**src/hw/cssb_pkg.sv**
```systemverilog
package cssb_pkg;

  // ==========================================================
  // register byte offsets
  localparam logic [7:0] ADDR_OP = 8'h00;
  localparam logic [7:0] ADDR_OPND = 8'h04;
  localparam logic [7:0] ADDR_PC = 8'h08;
  localparam logic [7:0] ADDR_FLAGS = 8'h0c;
  localparam logic [7:0] ADDR_STATUS = 8'h10;

  // ==========================================================
  // field positions
  localparam int OP_CODE_LSB = 0;
  localparam int OP_IDX_LSB = 8;
  localparam int OP_TWO_WORD_BIT = 12;
  localparam int OP_K_LSB = 16;
  localparam int OPND_RD_LSB = 0;
  localparam int OPND_RR_LSB = 8;
  localparam int OPND_IO_LSB = 16;
  localparam int STAT_BUSY_BIT = 0;
  localparam int STAT_TAKEN_BIT = 1;
  localparam int STAT_CYC_LSB = 4;

  // status_flags_register bit positions
  localparam int FLAG_C = 0;
  localparam int FLAG_Z = 1;
  localparam int FLAG_N = 2;
  localparam int FLAG_V = 3;
  localparam int FLAG_S = 4;
  localparam int FLAG_H = 5;
  localparam int FLAG_T = 6;
  localparam int FLAG_I = 7;

  // ==========================================================
  // reset values
  localparam logic [31:0] OP_RST = 32'h0000_0000;
  localparam logic [31:0] OPND_RST = 32'h0000_0000;
  localparam logic [7:0] FLAGS_RST = 8'h00;

  // ==========================================================
  // operation codes: compares, then skips, then branches
  localparam logic [4:0] OPC_CMP = 5'h00;
  localparam logic [4:0] OPC_CMP_CARRY = 5'h01;
  localparam logic [4:0] OPC_CMP_IMM = 5'h02;
  localparam logic [4:0] OPC_CMP_SKIP_EQ = 5'h03;
  localparam logic [4:0] OPC_SKIP_REG_CLR = 5'h04;
  localparam logic [4:0] OPC_SKIP_REG_SET = 5'h05;
  localparam logic [4:0] OPC_SKIP_IO_CLR = 5'h06;
  localparam logic [4:0] OPC_SKIP_IO_SET = 5'h07;
  localparam logic [4:0] OPC_BR_FLAG_SET = 5'h08;
  localparam logic [4:0] OPC_BR_FLAG_CLR = 5'h09;
  localparam logic [4:0] OPC_BR_EQ = 5'h0a;
  localparam logic [4:0] OPC_BR_NE = 5'h0b;
  localparam logic [4:0] OPC_BR_CARRY_SET = 5'h0c;
  localparam logic [4:0] OPC_BR_CARRY_CLR = 5'h0d;
  localparam logic [4:0] OPC_BR_SAME_HIGHER = 5'h0e;
  localparam logic [4:0] OPC_BR_LOWER = 5'h0f;
  localparam logic [4:0] OPC_BR_MINUS = 5'h10;
  localparam logic [4:0] OPC_BR_PLUS = 5'h11;
  localparam logic [4:0] OPC_BR_SIGNED_GE = 5'h12;
  localparam logic [4:0] OPC_BR_SIGNED_LT = 5'h13;
  localparam logic [4:0] OPC_BR_HALF_SET = 5'h14;
  localparam logic [4:0] OPC_BR_HALF_CLR = 5'h15;
  localparam logic [4:0] OPC_BR_XFER_SET = 5'h16;
  localparam logic [4:0] OPC_BR_XFER_CLR = 5'h17;
  localparam logic [4:0] OPC_BR_OVF_SET = 5'h18;
  localparam logic [4:0] OPC_BR_OVF_CLR = 5'h19;

  // ==========================================================
  // cycle counts and program counter steps
  localparam logic [1:0] CYC_ONE = 2'h1;
  localparam logic [1:0] CYC_TWO = 2'h2;
  localparam logic [1:0] CYC_THREE = 2'h3;
  localparam logic [7:0] STEP_NEXT = 8'h01;
  localparam logic [7:0] STEP_SKIP_ONE = 8'h02;
  localparam logic [7:0] STEP_SKIP_TWO = 8'h03;

  localparam logic [1:0] RESP_OKAY = 2'h0;
  localparam logic [1:0] RESP_SLVERR = 2'h2;

  typedef enum logic {CSSB_IDLE, CSSB_EXEC} cssb_state_type;

endpackage

```
**src/hw/cssb_cmp_alu.sv**
```systemverilog
`timescale 1ns/1ps
`default_nettype none
module cssb_cmp_alu (
  input wire logic [7:0] a_i,
  input wire logic [7:0] b_i,
  input wire logic cin_i,
  input wire logic keep_z_i,
  input wire logic old_z_i,
  output logic z_o,
  output logic n_o,
  output logic v_o,
  output logic c_o,
  output logic h_o
);

  // ==========================================================
  // subtract without storing the difference
  logic [7:0] diff;

  assign diff = a_i - b_i - {7'h00, cin_i};
  // with carry, zero may only stay set across the chain
  assign z_o = (diff == 8'h00) & (keep_z_i ? old_z_i : 1'b1);
  assign n_o = diff[7];
  assign v_o = (a_i[7] & ~b_i[7] & ~diff[7]) | (~a_i[7] & b_i[7] & diff[7]);
  assign c_o = (~a_i[7] & b_i[7]) | (b_i[7] & diff[7]) | (diff[7] & ~a_i[7]);
  assign h_o = (~a_i[3] & b_i[3]) | (b_i[3] & diff[3]) | (diff[3] & ~a_i[3]);

endmodule
`default_nettype wire

```
**src/hw/cssb_unit.sv**
```systemverilog
// The address map and the AXI4-Lite slave port were left to the implementer.
`timescale 1ns/1ps
`default_nettype none
// Functional notes
// - equal registers skip next, one to three cycles
// - compares set Z N V C H, one cycle
// - skip when register bit is zero
// - skip when register bit is one
// - skip when io bit is zero
// - skip when io bit is one
// - indexed flag set branches to pc+k+1
// - indexed flag clear branch, one/two cycles
// - equal/not-equal branches test zero flag
// - carry/lower and clear/same-higher test carry
// - minus/plus branches test negative flag
// - signed ge when N xor V zero
// - signed lt when N xor V one
// - half-carry branches test half-carry flag
// - transfer branches test transfer flag
// - overflow branches test overflow flag
module cssb_unit
  import cssb_pkg::*;
#(
  parameter int ADDR_W = 8,
  parameter int PC_W = 16
) (
  input wire logic ref_clk_i,
  input wire logic reset_n_i,
  input wire logic [ADDR_W-1:0] s_axi_awaddr_i,
  input wire logic s_axi_awvalid_i,
  output logic s_axi_awready_o,
  input wire logic [31:0] s_axi_wdata_i,
  input wire logic [3:0] s_axi_wstrb_i,
  input wire logic s_axi_wvalid_i,
  output logic s_axi_wready_o,
  output logic [1:0] s_axi_bresp_o,
  output logic s_axi_bvalid_o,
  input wire logic s_axi_bready_i,
  input wire logic [ADDR_W-1:0] s_axi_araddr_i,
  input wire logic s_axi_arvalid_i,
  output logic s_axi_arready_o,
  output logic [31:0] s_axi_rdata_o,
  output logic [1:0] s_axi_rresp_o,
  output logic s_axi_rvalid_o,
  input wire logic s_axi_rready_i
);

  // ==========================================================
  // functions
  function automatic logic [31:0] apply_strb(input logic [31:0] old_w,
                                             input logic [31:0] new_w,
                                             input logic [3:0] strb);
    logic [31:0] res;
    res = old_w;
    for (int i = 0; i < 4; i++) begin
      if (strb[i]) begin
        res[i*8 +: 8] = new_w[i*8 +: 8];
      end
    end
    return res;
  endfunction

  function automatic logic [PC_W-1:0] pc_step(input logic [PC_W-1:0] pc,
                                              input logic [7:0] delta);
    return pc + {{(PC_W-8){delta[7]}}, delta};
  endfunction

  function automatic logic is_mapped(input logic [ADDR_W-1:0] addr);
    return (addr == ADDR_W'(ADDR_OP)) || (addr == ADDR_W'(ADDR_OPND)) ||
           (addr == ADDR_W'(ADDR_PC)) || (addr == ADDR_W'(ADDR_FLAGS)) ||
           (addr == ADDR_W'(ADDR_STATUS));
  endfunction

  // ==========================================================
  // reset release
  logic rst_meta_n_ff;
  logic rst_n_ff;

  always_ff @(posedge ref_clk_i or negedge reset_n_i) begin
    if (!reset_n_i) begin
      rst_meta_n_ff <= 1'b0;
      rst_n_ff <= 1'b0;
    end else begin
      rst_meta_n_ff <= 1'b1;
      rst_n_ff <= rst_meta_n_ff;
    end
  end

  // ==========================================================
  // state
  cssb_state_type state_ff;
  logic [31:0] op_ff;
  logic [31:0] opnd_ff;
  logic [PC_W-1:0] pc_ff;
  logic [7:0] status_flags_register_ff;
  logic [PC_W-1:0] res_pc_ff;
  logic [7:0] res_status_flags_register_ff;
  logic [1:0] cnt_ff;
  logic taken_ff;
  logic [1:0] last_cyc_ff;
  logic awready_ff;
  logic wready_ff;
  logic bvalid_ff;
  logic [1:0] bresp_ff;
  logic arready_ff;
  logic rvalid_ff;
  logic [31:0] rdata_ff;
  logic [1:0] rresp_ff;

  // ==========================================================
  // write decode
  wire busy = (state_ff == CSSB_EXEC);
  wire wr_fire = awready_ff & s_axi_awvalid_i & wready_ff & s_axi_wvalid_i;
  wire [ADDR_W-1:0] wr_addr = s_axi_awaddr_i;
  wire [31:0] op_wr_word = apply_strb(op_ff, s_axi_wdata_i, s_axi_wstrb_i);
  wire [31:0] flags_wr_word = apply_strb({24'h000000, status_flags_register_ff}, s_axi_wdata_i, s_axi_wstrb_i);
  wire [4:0] s_opc = op_wr_word[OP_CODE_LSB +: 5];
  wire [2:0] s_idx = op_wr_word[OP_IDX_LSB +: 3];
  wire s_two = op_wr_word[OP_TWO_WORD_BIT];
  wire [6:0] s_k = op_wr_word[OP_K_LSB +: 7];
  wire [7:0] rd_val = opnd_ff[OPND_RD_LSB +: 8];
  wire [7:0] rr_val = opnd_ff[OPND_RR_LSB +: 8];
  wire [7:0] io_val = opnd_ff[OPND_IO_LSB +: 8];
  wire op_legal = (s_opc <= OPC_BR_OVF_CLR);
  wire wr_is_op = (wr_addr == ADDR_W'(ADDR_OP));
  wire wr_is_stat = (wr_addr == ADDR_W'(ADDR_STATUS));
  // no change of operands while an operation is in flight
  wire wr_err = !is_mapped(wr_addr) || (busy && !wr_is_stat) || (wr_is_op && !op_legal);
  wire start = wr_fire & wr_is_op & !wr_err;
  wire is_cmp = (s_opc < OPC_CMP_SKIP_EQ);
  wire is_skip = !is_cmp && (s_opc < OPC_BR_FLAG_SET);
  wire is_branch = !is_cmp && !is_skip;

  // ==========================================================
  // compare flags
  logic alu_z;
  logic alu_n;
  logic alu_v;
  logic alu_c;
  logic alu_h;

  cssb_cmp_alu u_alu (
    .a_i(rd_val),
    .b_i(rr_val),
    .cin_i((s_opc == OPC_CMP_CARRY) & status_flags_register_ff[FLAG_C]),
    .keep_z_i(s_opc == OPC_CMP_CARRY),
    .old_z_i(status_flags_register_ff[FLAG_Z]),
    .z_o(alu_z),
    .n_o(alu_n),
    .v_o(alu_v),
    .c_o(alu_c),
    .h_o(alu_h)
  );

  // ==========================================================
  // condition select
  logic s_cond;
  logic s_taken;
  logic [1:0] s_cycles;
  logic [7:0] s_delta;
  logic [7:0] s_status_flags_register;

  always_comb begin
    case (s_opc)
      OPC_CMP_SKIP_EQ: s_cond = (rd_val == rr_val);
      OPC_SKIP_REG_CLR: s_cond = !rd_val[s_idx];
      OPC_SKIP_REG_SET: s_cond = rd_val[s_idx];
      OPC_SKIP_IO_CLR: s_cond = !io_val[s_idx];
      OPC_SKIP_IO_SET: s_cond = io_val[s_idx];
      OPC_BR_FLAG_SET: s_cond = status_flags_register_ff[s_idx];
      OPC_BR_FLAG_CLR: s_cond = !status_flags_register_ff[s_idx];
      OPC_BR_EQ: s_cond = status_flags_register_ff[FLAG_Z];
      OPC_BR_NE: s_cond = !status_flags_register_ff[FLAG_Z];
      OPC_BR_CARRY_SET: s_cond = status_flags_register_ff[FLAG_C];
      OPC_BR_LOWER: s_cond = status_flags_register_ff[FLAG_C];
      OPC_BR_CARRY_CLR: s_cond = !status_flags_register_ff[FLAG_C];
      OPC_BR_SAME_HIGHER: s_cond = !status_flags_register_ff[FLAG_C];
      OPC_BR_MINUS: s_cond = status_flags_register_ff[FLAG_N];
      OPC_BR_PLUS: s_cond = !status_flags_register_ff[FLAG_N];
      OPC_BR_SIGNED_GE: s_cond = !(status_flags_register_ff[FLAG_N] ^ status_flags_register_ff[FLAG_V]);
      OPC_BR_SIGNED_LT: s_cond = status_flags_register_ff[FLAG_N] ^ status_flags_register_ff[FLAG_V];
      OPC_BR_HALF_SET: s_cond = status_flags_register_ff[FLAG_H];
      OPC_BR_HALF_CLR: s_cond = !status_flags_register_ff[FLAG_H];
      OPC_BR_XFER_SET: s_cond = status_flags_register_ff[FLAG_T];
      OPC_BR_XFER_CLR: s_cond = !status_flags_register_ff[FLAG_T];
      OPC_BR_OVF_SET: s_cond = status_flags_register_ff[FLAG_V];
      OPC_BR_OVF_CLR: s_cond = !status_flags_register_ff[FLAG_V];
      default: s_cond = 1'b0;
    endcase
    s_taken = s_cond & !is_cmp;
    s_status_flags_register = status_flags_register_ff;
    s_cycles = CYC_ONE;
    s_delta = STEP_NEXT;
    if (is_cmp) begin
      s_status_flags_register[FLAG_Z] = alu_z;
      s_status_flags_register[FLAG_N] = alu_n;
      s_status_flags_register[FLAG_V] = alu_v;
      s_status_flags_register[FLAG_C] = alu_c;
      s_status_flags_register[FLAG_H] = alu_h;
    end else if (is_skip && s_cond) begin
      s_cycles = s_two ? CYC_THREE : CYC_TWO;
      s_delta = s_two ? STEP_SKIP_TWO : STEP_SKIP_ONE;
    end else if (is_branch && s_cond) begin
      s_cycles = CYC_TWO;
      s_delta = {s_k[6], s_k} + STEP_NEXT;
    end
  end

  // ==========================================================
  // registers and execution
  always_ff @(posedge ref_clk_i or negedge rst_n_ff) begin
    if (!rst_n_ff) begin
      state_ff <= CSSB_IDLE;
      op_ff <= OP_RST;
      opnd_ff <= OPND_RST;
      pc_ff <= '0;
      status_flags_register_ff <= FLAGS_RST;
      res_pc_ff <= '0;
      res_status_flags_register_ff <= FLAGS_RST;
      cnt_ff <= 2'h0;
      taken_ff <= 1'b0;
      last_cyc_ff <= 2'h0;
    end else begin
      if (wr_fire && !wr_err) begin
        if (wr_is_op) begin
          op_ff <= op_wr_word;
        end
        if (wr_addr == ADDR_W'(ADDR_OPND)) begin
          opnd_ff <= apply_strb(opnd_ff, s_axi_wdata_i, s_axi_wstrb_i);
        end
        if (wr_addr == ADDR_W'(ADDR_PC)) begin
          pc_ff <= PC_W'(apply_strb(32'(pc_ff), s_axi_wdata_i, s_axi_wstrb_i));
        end
        if (wr_addr == ADDR_W'(ADDR_FLAGS)) begin
          status_flags_register_ff <= flags_wr_word[7:0];
        end
      end
      case (state_ff)
        CSSB_IDLE: begin
          if (start) begin
            state_ff <= CSSB_EXEC;
            cnt_ff <= s_cycles;
            res_pc_ff <= pc_step(pc_ff, s_delta);
            res_status_flags_register_ff <= s_status_flags_register;
            taken_ff <= s_taken;
            last_cyc_ff <= s_cycles;
          end
        end
        CSSB_EXEC: begin
          // busy for exactly the counted cycles
          if (cnt_ff == CYC_ONE) begin
            state_ff <= CSSB_IDLE;
            pc_ff <= res_pc_ff;
            status_flags_register_ff <= res_status_flags_register_ff;
          end
          cnt_ff <= cnt_ff - CYC_ONE;
        end
        default: state_ff <= CSSB_IDLE;
      endcase
    end
  end

  // ==========================================================
  // axi4-lite handshakes
  wire aw_take = s_axi_awvalid_i & s_axi_wvalid_i & !awready_ff & !bvalid_ff;
  wire ar_fire = arready_ff & s_axi_arvalid_i;
  wire [ADDR_W-1:0] ra = s_axi_araddr_i;
  wire [31:0] stat_word = {26'h0, last_cyc_ff, 2'h0, taken_ff, busy};
  wire [31:0] rd_mux = (ra == ADDR_W'(ADDR_OP)) ? op_ff :
                       (ra == ADDR_W'(ADDR_OPND)) ? opnd_ff :
                       (ra == ADDR_W'(ADDR_PC)) ? 32'(pc_ff) :
                       (ra == ADDR_W'(ADDR_FLAGS)) ? {24'h000000, status_flags_register_ff} :
                       (ra == ADDR_W'(ADDR_STATUS)) ? stat_word : 32'h0000_0000;

  always_ff @(posedge ref_clk_i or negedge rst_n_ff) begin
    if (!rst_n_ff) begin
      awready_ff <= 1'b0;
      wready_ff <= 1'b0;
      bvalid_ff <= 1'b0;
      bresp_ff <= RESP_OKAY;
      arready_ff <= 1'b0;
      rvalid_ff <= 1'b0;
      rdata_ff <= 32'h0000_0000;
      rresp_ff <= RESP_OKAY;
    end else begin
      awready_ff <= aw_take;
      wready_ff <= aw_take;
      if (wr_fire) begin
        bvalid_ff <= 1'b1;
        bresp_ff <= wr_err ? RESP_SLVERR : RESP_OKAY;
      end else if (s_axi_bready_i) begin
        bvalid_ff <= 1'b0;
      end
      arready_ff <= s_axi_arvalid_i & !arready_ff & !rvalid_ff;
      if (ar_fire) begin
        rvalid_ff <= 1'b1;
        rdata_ff <= rd_mux;
        rresp_ff <= is_mapped(ra) ? RESP_OKAY : RESP_SLVERR;
      end else if (s_axi_rready_i) begin
        rvalid_ff <= 1'b0;
      end
    end
  end

  assign s_axi_awready_o = awready_ff;
  assign s_axi_wready_o = wready_ff;
  assign s_axi_bvalid_o = bvalid_ff;
  assign s_axi_bresp_o = bresp_ff;
  assign s_axi_arready_o = arready_ff;
  assign s_axi_rvalid_o = rvalid_ff;
  assign s_axi_rdata_o = rdata_ff;
  assign s_axi_rresp_o = rresp_ff;

  // ==========================================================
  // assertions
  wire [7:0] k_plus_one = {s_k[6], s_k} + STEP_NEXT;

  property p_eq_skip_two;
    @(posedge ref_clk_i) disable iff (!rst_n_ff)
    start && s_opc == OPC_CMP_SKIP_EQ && rd_val == rr_val && s_two |=>
      busy [*3] ##1 (!busy && (pc_ff - $past(pc_ff, 4)) == PC_W'(3));
  endproperty
  a_eq_skip_two: assert property (p_eq_skip_two)
    else $error("equal compare-skip over two words wrong");

  property p_eq_no_skip;
    @(posedge ref_clk_i) disable iff (!rst_n_ff)
    start && s_opc == OPC_CMP_SKIP_EQ && rd_val != rr_val |=>
      busy ##1 (!busy && (pc_ff - $past(pc_ff, 2)) == PC_W'(1));
  endproperty
  a_eq_no_skip: assert property (p_eq_no_skip)
    else $error("unequal compare-skip did not step one");

  property p_cmp_flags;
    @(posedge ref_clk_i) disable iff (!rst_n_ff)
    start && is_cmp |=> busy ##1 (!busy && status_flags_register_ff[FLAG_C] == $past(alu_c, 2) &&
      status_flags_register_ff[FLAG_Z] == $past(alu_z, 2) && status_flags_register_ff[FLAG_T] == $past(status_flags_register_ff[FLAG_T], 2));
  endproperty
  a_cmp_flags: assert property (p_cmp_flags)
    else $error("compare flags or timing wrong");

  property p_reg_clr_skip;
    @(posedge ref_clk_i) disable iff (!rst_n_ff)
    start && s_opc == OPC_SKIP_REG_CLR && !rd_val[s_idx] && !s_two |=>
      busy [*2] ##1 (!busy && (pc_ff - $past(pc_ff, 3)) == PC_W'(2));
  endproperty
  a_reg_clr_skip: assert property (p_reg_clr_skip)
    else $error("register bit clear skip wrong");

  property p_reg_set_noskip;
    @(posedge ref_clk_i) disable iff (!rst_n_ff)
    start && s_opc == OPC_SKIP_REG_SET && !rd_val[s_idx] |=> busy ##1 !busy;
  endproperty
  a_reg_set_noskip: assert property (p_reg_set_noskip)
    else $error("register bit set skip took too long");

  property p_io_bits;
    @(posedge ref_clk_i) disable iff (!rst_n_ff)
    start && (s_opc == OPC_SKIP_IO_CLR || s_opc == OPC_SKIP_IO_SET) |=>
      taken_ff == ($past(s_opc) == OPC_SKIP_IO_SET ? $past(io_val[s_idx]) : !$past(io_val[s_idx]));
  endproperty
  a_io_bits: assert property (p_io_bits)
    else $error("io bit skip decision wrong");

  property p_flag_set_branch;
    @(posedge ref_clk_i) disable iff (!rst_n_ff)
    start && s_opc == OPC_BR_FLAG_SET && status_flags_register_ff[s_idx] |=>
      busy [*2] ##1 (pc_ff == pc_step($past(pc_ff, 3), $past(k_plus_one, 3)));
  endproperty
  a_flag_set_branch: assert property (p_flag_set_branch)
    else $error("flag set branch target wrong");

  property p_flag_clr_untaken;
    @(posedge ref_clk_i) disable iff (!rst_n_ff)
    start && s_opc == OPC_BR_FLAG_CLR && status_flags_register_ff[s_idx] |=> busy ##1 !busy;
  endproperty
  a_flag_clr_untaken: assert property (p_flag_clr_untaken)
    else $error("untaken flag clear branch not one cycle");

  property p_zero_branches;
    @(posedge ref_clk_i) disable iff (!rst_n_ff)
    start && (s_opc == OPC_BR_EQ || s_opc == OPC_BR_NE) |->
      s_taken == (status_flags_register_ff[FLAG_Z] ^ (s_opc == OPC_BR_NE));
  endproperty
  a_zero_branches: assert property (p_zero_branches)
    else $error("zero flag branch decision wrong");

  property p_signed_branches;
    @(posedge ref_clk_i) disable iff (!rst_n_ff)
    start && (s_opc == OPC_BR_SIGNED_GE || s_opc == OPC_BR_SIGNED_LT) |->
      s_taken == (status_flags_register_ff[FLAG_N] ^ status_flags_register_ff[FLAG_V] ^ (s_opc == OPC_BR_SIGNED_GE));
  endproperty
  a_signed_branches: assert property (p_signed_branches)
    else $error("signed branch decision wrong");

  property p_untaken_branch;
    @(posedge ref_clk_i) disable iff (!rst_n_ff)
    start && is_branch && !s_cond |=> busy ##1
      (!busy && status_flags_register_ff == $past(status_flags_register_ff, 2) && (pc_ff - $past(pc_ff, 2)) == PC_W'(1));
  endproperty
  a_untaken_branch: assert property (p_untaken_branch)
    else $error("untaken branch changed flags or pc");

  c_skip_three: cover property (@(posedge ref_clk_i) disable iff (!rst_n_ff)
    start && is_skip && s_cond && s_two);
  c_branch_taken: cover property (@(posedge ref_clk_i) disable iff (!rst_n_ff)
    start && is_branch && s_cond);
  c_compare: cover property (@(posedge ref_clk_i) disable iff (!rst_n_ff)
    start && s_opc == OPC_CMP_CARRY);

endmodule
`default_nettype wire

```
**config.mk**
```make
export PLATFORM = sky130hd
export DESIGN_NAME = cssb_unit
export DESIGN_NICKNAME = d
export VERILOG_FILES = /design/src/hw/cssb_pkg.sv /design/src/hw/cssb_cmp_alu.sv /design/src/hw/cssb_unit.sv
export SDC_FILE = /design/constraint.sdc
export NUM_CORES = 1
export LEC_CHECK = 0
export BUFFER_PORTS_ARGS = -buffer_cell sky130_fd_sc_hd__buf_2
export CORE_MARGIN = 4
export CORE_UTILIZATION = 30
export CTS_BUF_LIST = sky130_fd_sc_hd__clkbuf_4
export CTS_CLUSTER_DIAMETER = 50
export DETAILED_ROUTE_END_ITERATION = 6
export GPL_ROUTABILITY_DRIVEN = 1
export GPL_TIMING_DRIVEN = 0
export PLACE_DENSITY = 0.56
export SETUP_SLACK_MARGIN = 0.5
export SLEW_MARGIN = 10
export SYNTH_ARGS = -nofsm -noshare
export SYNTH_HDL_FRONTEND = slang
export SYNTH_SLANG_ARGS = --single-unit
```
**constraint.sdc**
```tcl
create_clock -name ref_clk_i -period 6.75 [get_ports ref_clk_i]
set_input_delay 2.025 -clock ref_clk_i [delete_from_list [all_inputs] [get_ports ref_clk_i]]
set_output_delay 2.025 -clock ref_clk_i [all_outputs]
set_load 0.05 [all_outputs]
```
**Yosys cells after proc, flatten, opt, wreduce, memory -nomap -nowiden**

Cells that the tools add are included.
Widths: inputs -> output; s select.

- Register bits: 160
- Bits of input ports: 59
- Output and inout port bits: 41
- Logic and storage cells: 206

- Add/subtract/negate cells: 5
- $lt $le $gt $ge: 4
- Equality and inequality tests: 35
- Mux-type cells: 48
- Bitwise operators: 34
- Reduce and logical (&&, ||, !) cells: 54

Operators by type and width:

| cell | number |
|---|---|
| $mux 8 | 11 |
| $mux 16 | 5 |
| $mux 32 | 2 |
| $eq 5x5->1 const B | 10 |
| $eq 5x4->1 const B | 8 |
| $eq 8x4->1 const B | 4 |
| $logic_not 8->1 | 3 |
| $reduce_and 3->1 | 8 |
| $and 1x1->1 | 23 |
| $pmux 1 s21 | 1 |
| $eq 5x3->1 const B | 4 |
| $logic_not 1->1 | 20 |
| $add 16x16->16 | 1 |
| $eq 8x3->1 const B | 2 |
| $eq 8x5->1 const B | 2 |
| $mux 1 | 13 |
| $mux 2 | 6 |
| $logic_or 1x1->1 | 10 |
| $mux 5 | 2 |
| $bmux 1 s3 | 3 |
| $add 7x2->8 const B | 1 |
| $eq 8x8->1 | 1 |
| $sub 8x1->8 | 1 |
| $sub 8x8->8 | 1 |
| other kinds (21) | 38 |

**Depth between registers and ports, before layout**

Gate-level depths: netlist of the first run.

- Depth in word-level cells: 13
- Depth in mapped cells: 21
- Depth with buffers taken out: 19

**Cells and area by module**

A second synthesis of the first run with hierarchy kept.

- Cells, all modules: 994
- Area, all modules: 9844.4 µm²

By module, submodules not included:

| module | times used | cells an instance | area each (µm²) | sequential area each (µm²) |
|---|---|---|---|---|
| cssb_unit | 1 | 919 | 9283.9 | 3953.8 |
| cssb_cmp_alu | 1 | 75 | 560.5 | 0.0 |

**Least setup slack after synthesis of the first run**

No wires, ideal clock.

- Kind: input-to-reg
- Start point: in s_axi_wstrb_i[1]
- End point: reg res_pc_ff[15]
- Setup time: 128 ps
- Arrival: 6095 ps
- Data required time: 6622 ps
- Path slack: 527 ps
- Stages: 18
- Path buffers: 2
- Cells stage by stage: buf_6 -> mux2i_4 -> mux4_2 -> mux2i_1 -> o2111ai_1 -> and3_4 -> or2_0 -> buf_2 -> nor2b_1 -> ha_1 -> nand2_1 -> nor2_1 -> a31oi_1 -> o41ai_1 -> mux2i_1 -> o41ai_1 -> a311oi_1 -> nand2_1

- Cells in the longest elaborated chain, start to end: 10
- Elaborated cells between the ends (all ways): 18
- Those cells by class: add/sub (1); mux (12); reduce/logical (5)

RTL lines:

| element | RTL line | source |
|---|---|---|
| start: declaration | cssb_unit.sv:33 | `input wire logic [3:0] s_axi_wstrb_i,` |
| $mux 5 * | cssb_unit.sv:56 | `if (strb[i]) begin` |
| $bmux 1 s3, on equally long branches | -- |  |
| $mux 1, on equally long branches | -- |  |
| $logic_not 1->1, on equally long branches | cssb_unit.sv:171, cssb_unit.sv:166, cssb_unit.sv:168 |  |
| $pmux 1 s21 | cssb_unit.sv:164 | `case (s_opc)` |
| $logic_and 1x1->1 | cssb_unit.sv:203 | `end else if (is_branch && s_cond) begin` |
| $mux 8 | cssb_unit.sv:203 |  |
| $mux 8 * | cssb_unit.sv:200 | `end else if (is_skip && s_cond) begin` |
| $mux 8 * | cssb_unit.sv:194 | `if (is_cmp) begin` |
| $add 16x16->16 * | cssb_unit.sv:65 | `return pc + {{(PC_W-8){delta[7]}}, delta};` |
| end signal: assignment | cssb_unit.sv:243 | `res_pc_ff <= pc_step(pc_ff, s_delta);` |
| end: declaration | cssb_unit.sv:96 | `logic [PC_W-1:0] res_pc_ff;` |

Every way passes the cells marked *; elsewhere a longest branch is shown, timed or not. The select of a mux whose other input is x is not followed.
A chain may end at the register's enable or synchronous reset.

**Worst setup path in the final report of the first run**

Ends and elaborated chain as after synthesis.

==> flow_summary.toml, run 1 <==
[status]
outcome = "finished, final reports clean"

[routing]
avgViaCountPerCell = 5.257
drtIter0Drc = 538
wl_per_cell_um = 19.49
antenna_left = 0
num_vias = 7723
drc_errors = 0
drt_first_pass_iters = 7
routed_wl_um = 28630

[synth]
syn_avg_cell_area_um2 = 9.680
yosysUniqueCellTypes = 68
yosysTopAreaCellShare_pct = 42.99
yosys.area.top_type = "dfrtp_1"
syn_area_um2 = 9196
synth-seq-area-share_pct = 42.99
synth_cells = 950
yosysMostFrequentCell = "dfrtp_1"
ys_warn_count = 0
postSynth.asyncResetShare_pct = 100.0
synth_edf_count = 0
ys_ff_latch = 158
synthFlopType = "dfrtp_1"
post_synth_main_area_contributors = "dfrtp_1 (43%), mux2i_1 (7.0%), mux2_2 (6.4%), nand2_1 (5.9%), o21ai_0 (4.8%)"
ys_top_cells_by_count = "dfrtp_1 (158), nand2_1 (144), o21ai_0 (89)"

[worst_setup_path]
reg2reg_from = "op_ff[8]$_DFFE_PN0P_"
reg2reg_depth = 18
cp-end-kind = "register"
critPathRequiredTime_ns = 7.26
max_stage_delay_ns = 0.71
start_kind = "input pin"
cp.arrival_ns = 6.57
crit_start = "s_axi_wstrb_i[1]"
crit_buf_inv = 1
r2r_end = "res_pc_ff[15]$_DFFE_PN0P_"
setup.worst_path.end = "res_pc_ff[15]$_DFFE_PN0P_"
worst-path-max-fanout = 10
ff2ff_setup_slack_ns = 1.83
worstSetupPathType = "input pin to register"
crit_chain = "buf_6, mux2i_1, nor4_1, or3_1, a211oi_1, o211ai_1, o21a_1, ha_1, a211oi_1, o211ai_1, a31oi_1, o41ai_4, mux2i_1, o41ai_1, a311oi_1, nand2_1"
cp.depth = 16
cp_top_family = "compound AO/OA/AOI/OAI gates"
crit_path_top_delay_cell = "mux2i_1"

[global_route]
grt_pass1_vias = 7497
grt_pass1_wl_um = 44470
grt_antenna_before_repair = 2
grt_max_degree = 55
grt_overflow_total = 0
grt_usage_pct = 17.07

[floorplanning]
die_w_um = 183.1
ios = 100
fp-row-count = 63
die_h_um = 183.1
start_util_pct = 30.70
fp.dieArea_um2 = 33520
core_area_um2 = 29950

[cts]
cts_max_path_buffers = 2
cts_sinks = 158
path_clk_slew_ns = 0.19
clock_latency_ns = 0.60
clockRootBuffer = "clkbuf_4"
htreeDepth = 4
cts_tree = "yes"
cts_buffers = 17

[placed_design]
place.port_buffers = 92
gp_congestion = 0.9305
hpwlAfterDp_um = 21790
dpl_cell_area_um2 = 10230

[finish]
layout.nets = 1158
drive_gt1_share_pct = 20.04
area_growth_pct = 15.12
final_cell_area_um2 = 10590
final_core_util_pct = 35.34

[timing]
finalSetupViolations = 0
timing.slew.headroom_pct = 39.21
rsz0062_at_grt = "false"
worst_pin_slew_ns = 0.9119
finClkSkew_ns = 0.04396
fin_crit_sh_pct = 89.82
fmax_mhz = 164.9
drv_slew = 0
hold_violations = 0
finalCriticalPeriod_ns = 6.063

[power]
vdd_drop_max_mv = 0.09772
powerDensity_nw_per_um2 = 169.4
p_leak_nw = 5.059

[min_path]
hp-class = "register to async pin"

[flow_run]
cap_violations = 0
kinds of logic (layout without fill, tap and decap cells):
logic type | count (synthesis) | after routing | share of synthesized area (%)
buf+inv | 92 | 219 | 4.068
other cells | 2 | 4 | 0.08166
mux | 130 | 130 | 16.18
compound gates | 243 | 243 | 16.35
flops | 158 | 158 | 42.99
xor+xnor | 29 | 29 | 2.762
fa+ha+maj | 34 | 34 | 4.871
simple gates | 262 | 262 | 12.69
what timing repair did:
action | CTS | global route
hold buffers | 0 | 0
buffers inserted | 0 | 0
endpoints found under the setup margin | 1 | 1
pin swaps | 0 | 0
resized for setup | 3 | 7
stage by stage:
stage	worst slack [ns]	total power, mW	std cells	setup TNS [ns]	hold slack, ns
final	0.6873	1.793	1469	0	0.2651
after global routing	0.5168	1.863	1469	0	0.3098
after CTS	0.6023	1.805	1468	0	0.2913
after detailed placement	-0.5412	1.186	1436	-0.5412	0.2781
after global placement	-0.4490	1.178	1433	-9.833	0.3382
after floorplan	0.5275	1.107	951	0	0.3312
power breakdown:
part           leakage [nW]  internal (mW)  switching, mW
clock network         0.163          0.180          0.443
logic                  2.71         0.0683          0.135
registers              2.19          0.957         0.0111
cell type report:
class,instances,area [um2]
well taps,390,488.0
fillers,3104,19370
flip-flops and latches,158,3958
plain buffers,45,200.2
repair buffers,95,535.5
clock buffers,17,127.6
clock inverters,15,187.7
inverters,47,176.4
multi-input cells,701,4911
diodes,1,2.502
flip-flops by register name (all words and copies together) (netlist names):
signal and cells:
s_axi_rdata_o 32, cnt_ff 2, rst_n_ff 1, s_axi_bresp_o 1, last_cyc_ff 2, s_axi_rvalid_o 1, busy 1, status_flags_register_ff 8
res_pc_ff 16, rst_meta_n_ff 1, s_axi_bvalid_o 1, s_axi_arready_o 1, pc_ff 16, taken_ff 1, s_axi_rresp_o 1, opnd_ff 32
res_status_flags_register_ff 8, s_axi_wready_o 1, op_ff 32
worst min-delay path by stage:
| stage | depth (start not counted) | slack, ns | from | to |
|---|---|---|---|---|
| finish | 0 | 0.27 | rst_n_ff$_DFF_PN0_ | res_pc_ff[8]$_DFFE_PN0P_ |
| global route | 0 | 0.31 | rst_n_ff$_DFF_PN0_ | res_pc_ff[11]$_DFFE_PN0P_ |
| CTS | 0 | 0.29 | rst_n_ff$_DFF_PN0_ | res_pc_ff[11]$_DFFE_PN0P_ |
| detailed placement | 0 | 0.28 | rst_n_ff$_DFF_PN0_ | res_pc_ff[11]$_DFFE_PN0P_ |
| global placement | 0 | 0.34 | rst_meta_n_ff$_DFF_PN0_ | rst_n_ff$_DFF_PN0_ |
| floorplan | 0 | 0.33 | rst_meta_n_ff$_DFF_PN0_ | rst_n_ff$_DFF_PN0_ |
routing by layer:
| metal | share of wire [%] | track usage, % |
|---|---|---|
| met1 | 46 | 24.73 |
| met2 | 44 | 25.49 |
| met4 | 2.1 | 4.738 |
| met5 | 0.031 | 0 |
| met3 | 8.0 | 4.185 |
placed cells by master, fill, tap and decap left out, drive strengths merged, types with 6 or more instances in the layout:
cell type  instances
o21ai            104
mux2i             68
nor2              50
mux2              56
nand3             10
a21o              10
o22a               6
clkbuf            46
buf              111
xnor2             15
or3                6
inv               54
nand2            144
a31oi              7
xor2              14
o211ai            13
o31ai             13
dfrtp            158
a21oi             42
ha                31
clkinv             7
nor3              10
mux4               6
a211oi             7
No activity file was read; power rests on OpenSTA's default activity.
==> run 2: changes to the inputs <==
--- a/config.mk
+++ b/config.mk
@@ -8,12 +8,12 @@
 export BUFFER_PORTS_ARGS = -buffer_cell sky130_fd_sc_hd__buf_2
 export CORE_MARGIN = 4
 export CORE_UTILIZATION = 30
-export CTS_BUF_LIST = sky130_fd_sc_hd__clkbuf_4
+export CTS_BUF_LIST = sky130_fd_sc_hd__clkbuf_2 sky130_fd_sc_hd__clkbuf_4 sky130_fd_sc_hd__clkbuf_8
 export CTS_CLUSTER_DIAMETER = 50
 export DETAILED_ROUTE_END_ITERATION = 6
 export GPL_ROUTABILITY_DRIVEN = 1
 export GPL_TIMING_DRIVEN = 0
-export PLACE_DENSITY = 0.56
+export PLACE_DENSITY_LB_ADDON = 0.3
 export SETUP_SLACK_MARGIN = 0.5
 export SLEW_MARGIN = 10
 export SYNTH_ARGS = -nofsm -noshare
==> run 2 against run 1 <==
Effect of this change: clock power grew 22%; critical path type unchanged; first-iteration DRC count increased by 16%; count of clock-buffer cells in the layout up 1; sequential cell count did not move; combinational power is essentially flat; utilization is 0.44 points higher; hold slack improved by 0.053 ns.
==> flow_summary.toml, run 2 (synthesis results as in run 1) <==
[floorplanning]
core_area_um2 = 29950
ios = 100
start_util_pct = 30.70
die_h_um = 183.1
fp-row-count = 63
die_w_um = 183.1
fp.dieArea_um2 = 33520

[timing]
fmax_mhz = 166.8
worst_pin_slew_ns = 0.9537
finalSetupTns_ns = 0
timing.slew.headroom_pct = 36.42
finalCriticalPeriod_ns = 5.995
rsz0062_at_grt = "true"
drv_slew = 0
fin_crit_sh_pct = 88.82
hold_violations = 0
finClkSkew_ns = 0.02043
finalSetupViolations = 0

[routing]
routed_wl_um = 28690
num_vias = 7702
drt_first_pass_iters = 5
wl_per_cell_um = 19.52
antenna_left = 0
drtIter0Drc = 622
drc_errors = 0
avgViaCountPerCell = 5.239

[power]
swShare_pct = 30.01
seqPwrFrac_pct = 50.3
power_mw = 1.924
switchingPower_mw = 0.5775
p_leak_nw = 5.112
intPower_mw = 1.347
p_clk_share_pct = 39.3
powerDensity_nw_per_um2 = 179.5
vdd_drop_max_mv = 0.1183
combPwrFrac_pct = 10.5

[flow_run]
cap_violations = 0

[worst_setup_path]
worstSetupPathType = "input pin to register"
r2r_end = "res_pc_ff[15]$_DFFE_PN0P_"
reg2reg_from = "op_ff[8]$_DFFE_PN0P_"
cp.arrival_ns = 6.35
cp-end-kind = "register"
ff2ff_setup_slack_ns = 1.98
critPathRequiredTime_ns = 7.10
worst-path-max-fanout = 8
start_kind = "input pin"
reg2reg_depth = 18

[cts]
clockRootBuffer = "clkbuf_8"
path_clk_slew_ns = 0.10
hold_buffers = 0
cts_max_path_buffers = 2
cts_tree = "yes"
clock_latency_ns = 0.47
cts_buffers = 17
cts_sinks = 158
htreeDepth = 4

[placed_design]
place.port_buffers = 92
hpwlAfterDp_um = 21810
gp_congestion = 0.8946

[global_route]
grt_max_degree = 45
grt_antenna_before_repair = 1
grt_pass1_wl_um = 44620
grt_usage_pct = 17.14
grt_pass1_vias = 7649
grt_overflow_total = 0

[finish]
multi_input_area_um2 = 4937
area_growth_pct = 16.56
drive_gt1_share_pct = 20.39
final_cell_mix = "dfrtp_1 (157), nand2_1 (144), buf_2 (100), o21ai_0 (89), mux2i_1 (63)"
seq_area_um2 = 3958
num-fill-cells = 3120
layout.nets = 1159
final_common_cell = "dfrtp_1"
final_core_util_pct = 35.79

[min_path]
hp-class = "register to async pin"

[status]
outcome = "finished, final reports clean"
## run 2: cell types whose count changed in the layout (fill, tap and decap cells not counted), moves of 3 or more
| cell | delta |
|---|---|
| inv_6 | +3 |
| clkbuf_4 | -17 |
| inv_8 | -3 |
| clkbuf_8 | +18 |
## run 2: worst max-delay path by stage
stage | endpoint | cells past startpoint | slack, ns | start
2_1_floorplan | res_pc_ff[15]$_DFFE_PN0P_ | 18 | 0.53 | s_axi_wstrb_i[1]
3_3_place_gp | res_pc_ff[15]$_DFFE_PN0P_ | 18 | -0.55 | s_axi_wdata_i[0]
3_5_place_dp | res_pc_ff[15]$_DFFE_PN0P_ | 18 | -0.59 | s_axi_wdata_i[0]
4_1_cts | res_pc_ff[15]$_DFFE_PN0P_ | 18 | 0.54 | s_axi_wstrb_i[1]
5_1_grt | res_pc_ff[15]$_DFFE_PN0P_ | 18 | 0.45 | s_axi_wstrb_i[1]
6_report | res_pc_ff[15]$_DFFE_PN0P_ | 18 | 0.75 | s_axi_wstrb_i[0]
## run 2: final cells by class
class	count	area share, %
antenna	1	0.02335
sequential	158	36.92
timing repair buffer	96	4.996
inverter	47	1.646
multi-input combinational	701	46.06
clock inverter	14	1.623
tap	390	4.552
buffer	45	1.868
clock buffer	18	2.311
## run 2: per-stage QoR
step	worst slack [ns]	std cells	hold WS (ns)	area (um2)
CTS	0.5402	1468	0.3448	10660
detailed placement	-0.5876	1436	0.3374	10220
global placement	-0.5459	1433	0.3377	10150
floorplan	0.5275	951	0.3312	9200
finish	0.7549	1470	0.3186	10720
global route	0.4478	1469	0.3659	10720
## run 2: what timing repair did
item	4_1_cts	5_1_grt
pin swaps	0	1
setup endpoints to repair	1	6
gates cloned	0	0
setup buffers	0	1
resized for setup	4	9
## run 2: per-layer routing
layer / vias up / routed length (um) / share of wire, % / global-route usage (%)
met2: 273 / 12800 / 45 / 26.41
met1: 3782 / 13240 / 46 / 24.42
li1: 3611 / - / - / -
met3: 34 / 2169 / 7.6 / 3.927
met5: - / 8 / 0.028 / 0
met4: 2 / 481 / 1.7 / 4.440
## run 2: power groups by stage
stage               clock (mW)  combinational, mW  sequential (mW)
floorplan                    0             0.0989             1.01
global placement             0              0.177             1.00
detailed placement           0              0.198            0.986
CTS                      0.769              0.199            0.968
global route             0.809              0.220            0.970
finish                   0.756              0.201            0.967
## run 2: worst max-delay path, stage by stage
cell and delay [ns]:
buf_2 0.21, mux2i_4 0.41, xnor2_1 0.17, o32a_1 0.17
a21boi_0 0.11, a211oi_2 0.43, o22a_1 0.25, o211ai_1 0.30
o21a_1 0.21, ha_1 0.29, a211oi_1 0.10, o211ai_1 0.29
a31oi_1 0.21, o41ai_4 0.44, mux2i_1 0.24, o41ai_1 0.09
a311oi_1 0.28, nand2_1 0.10
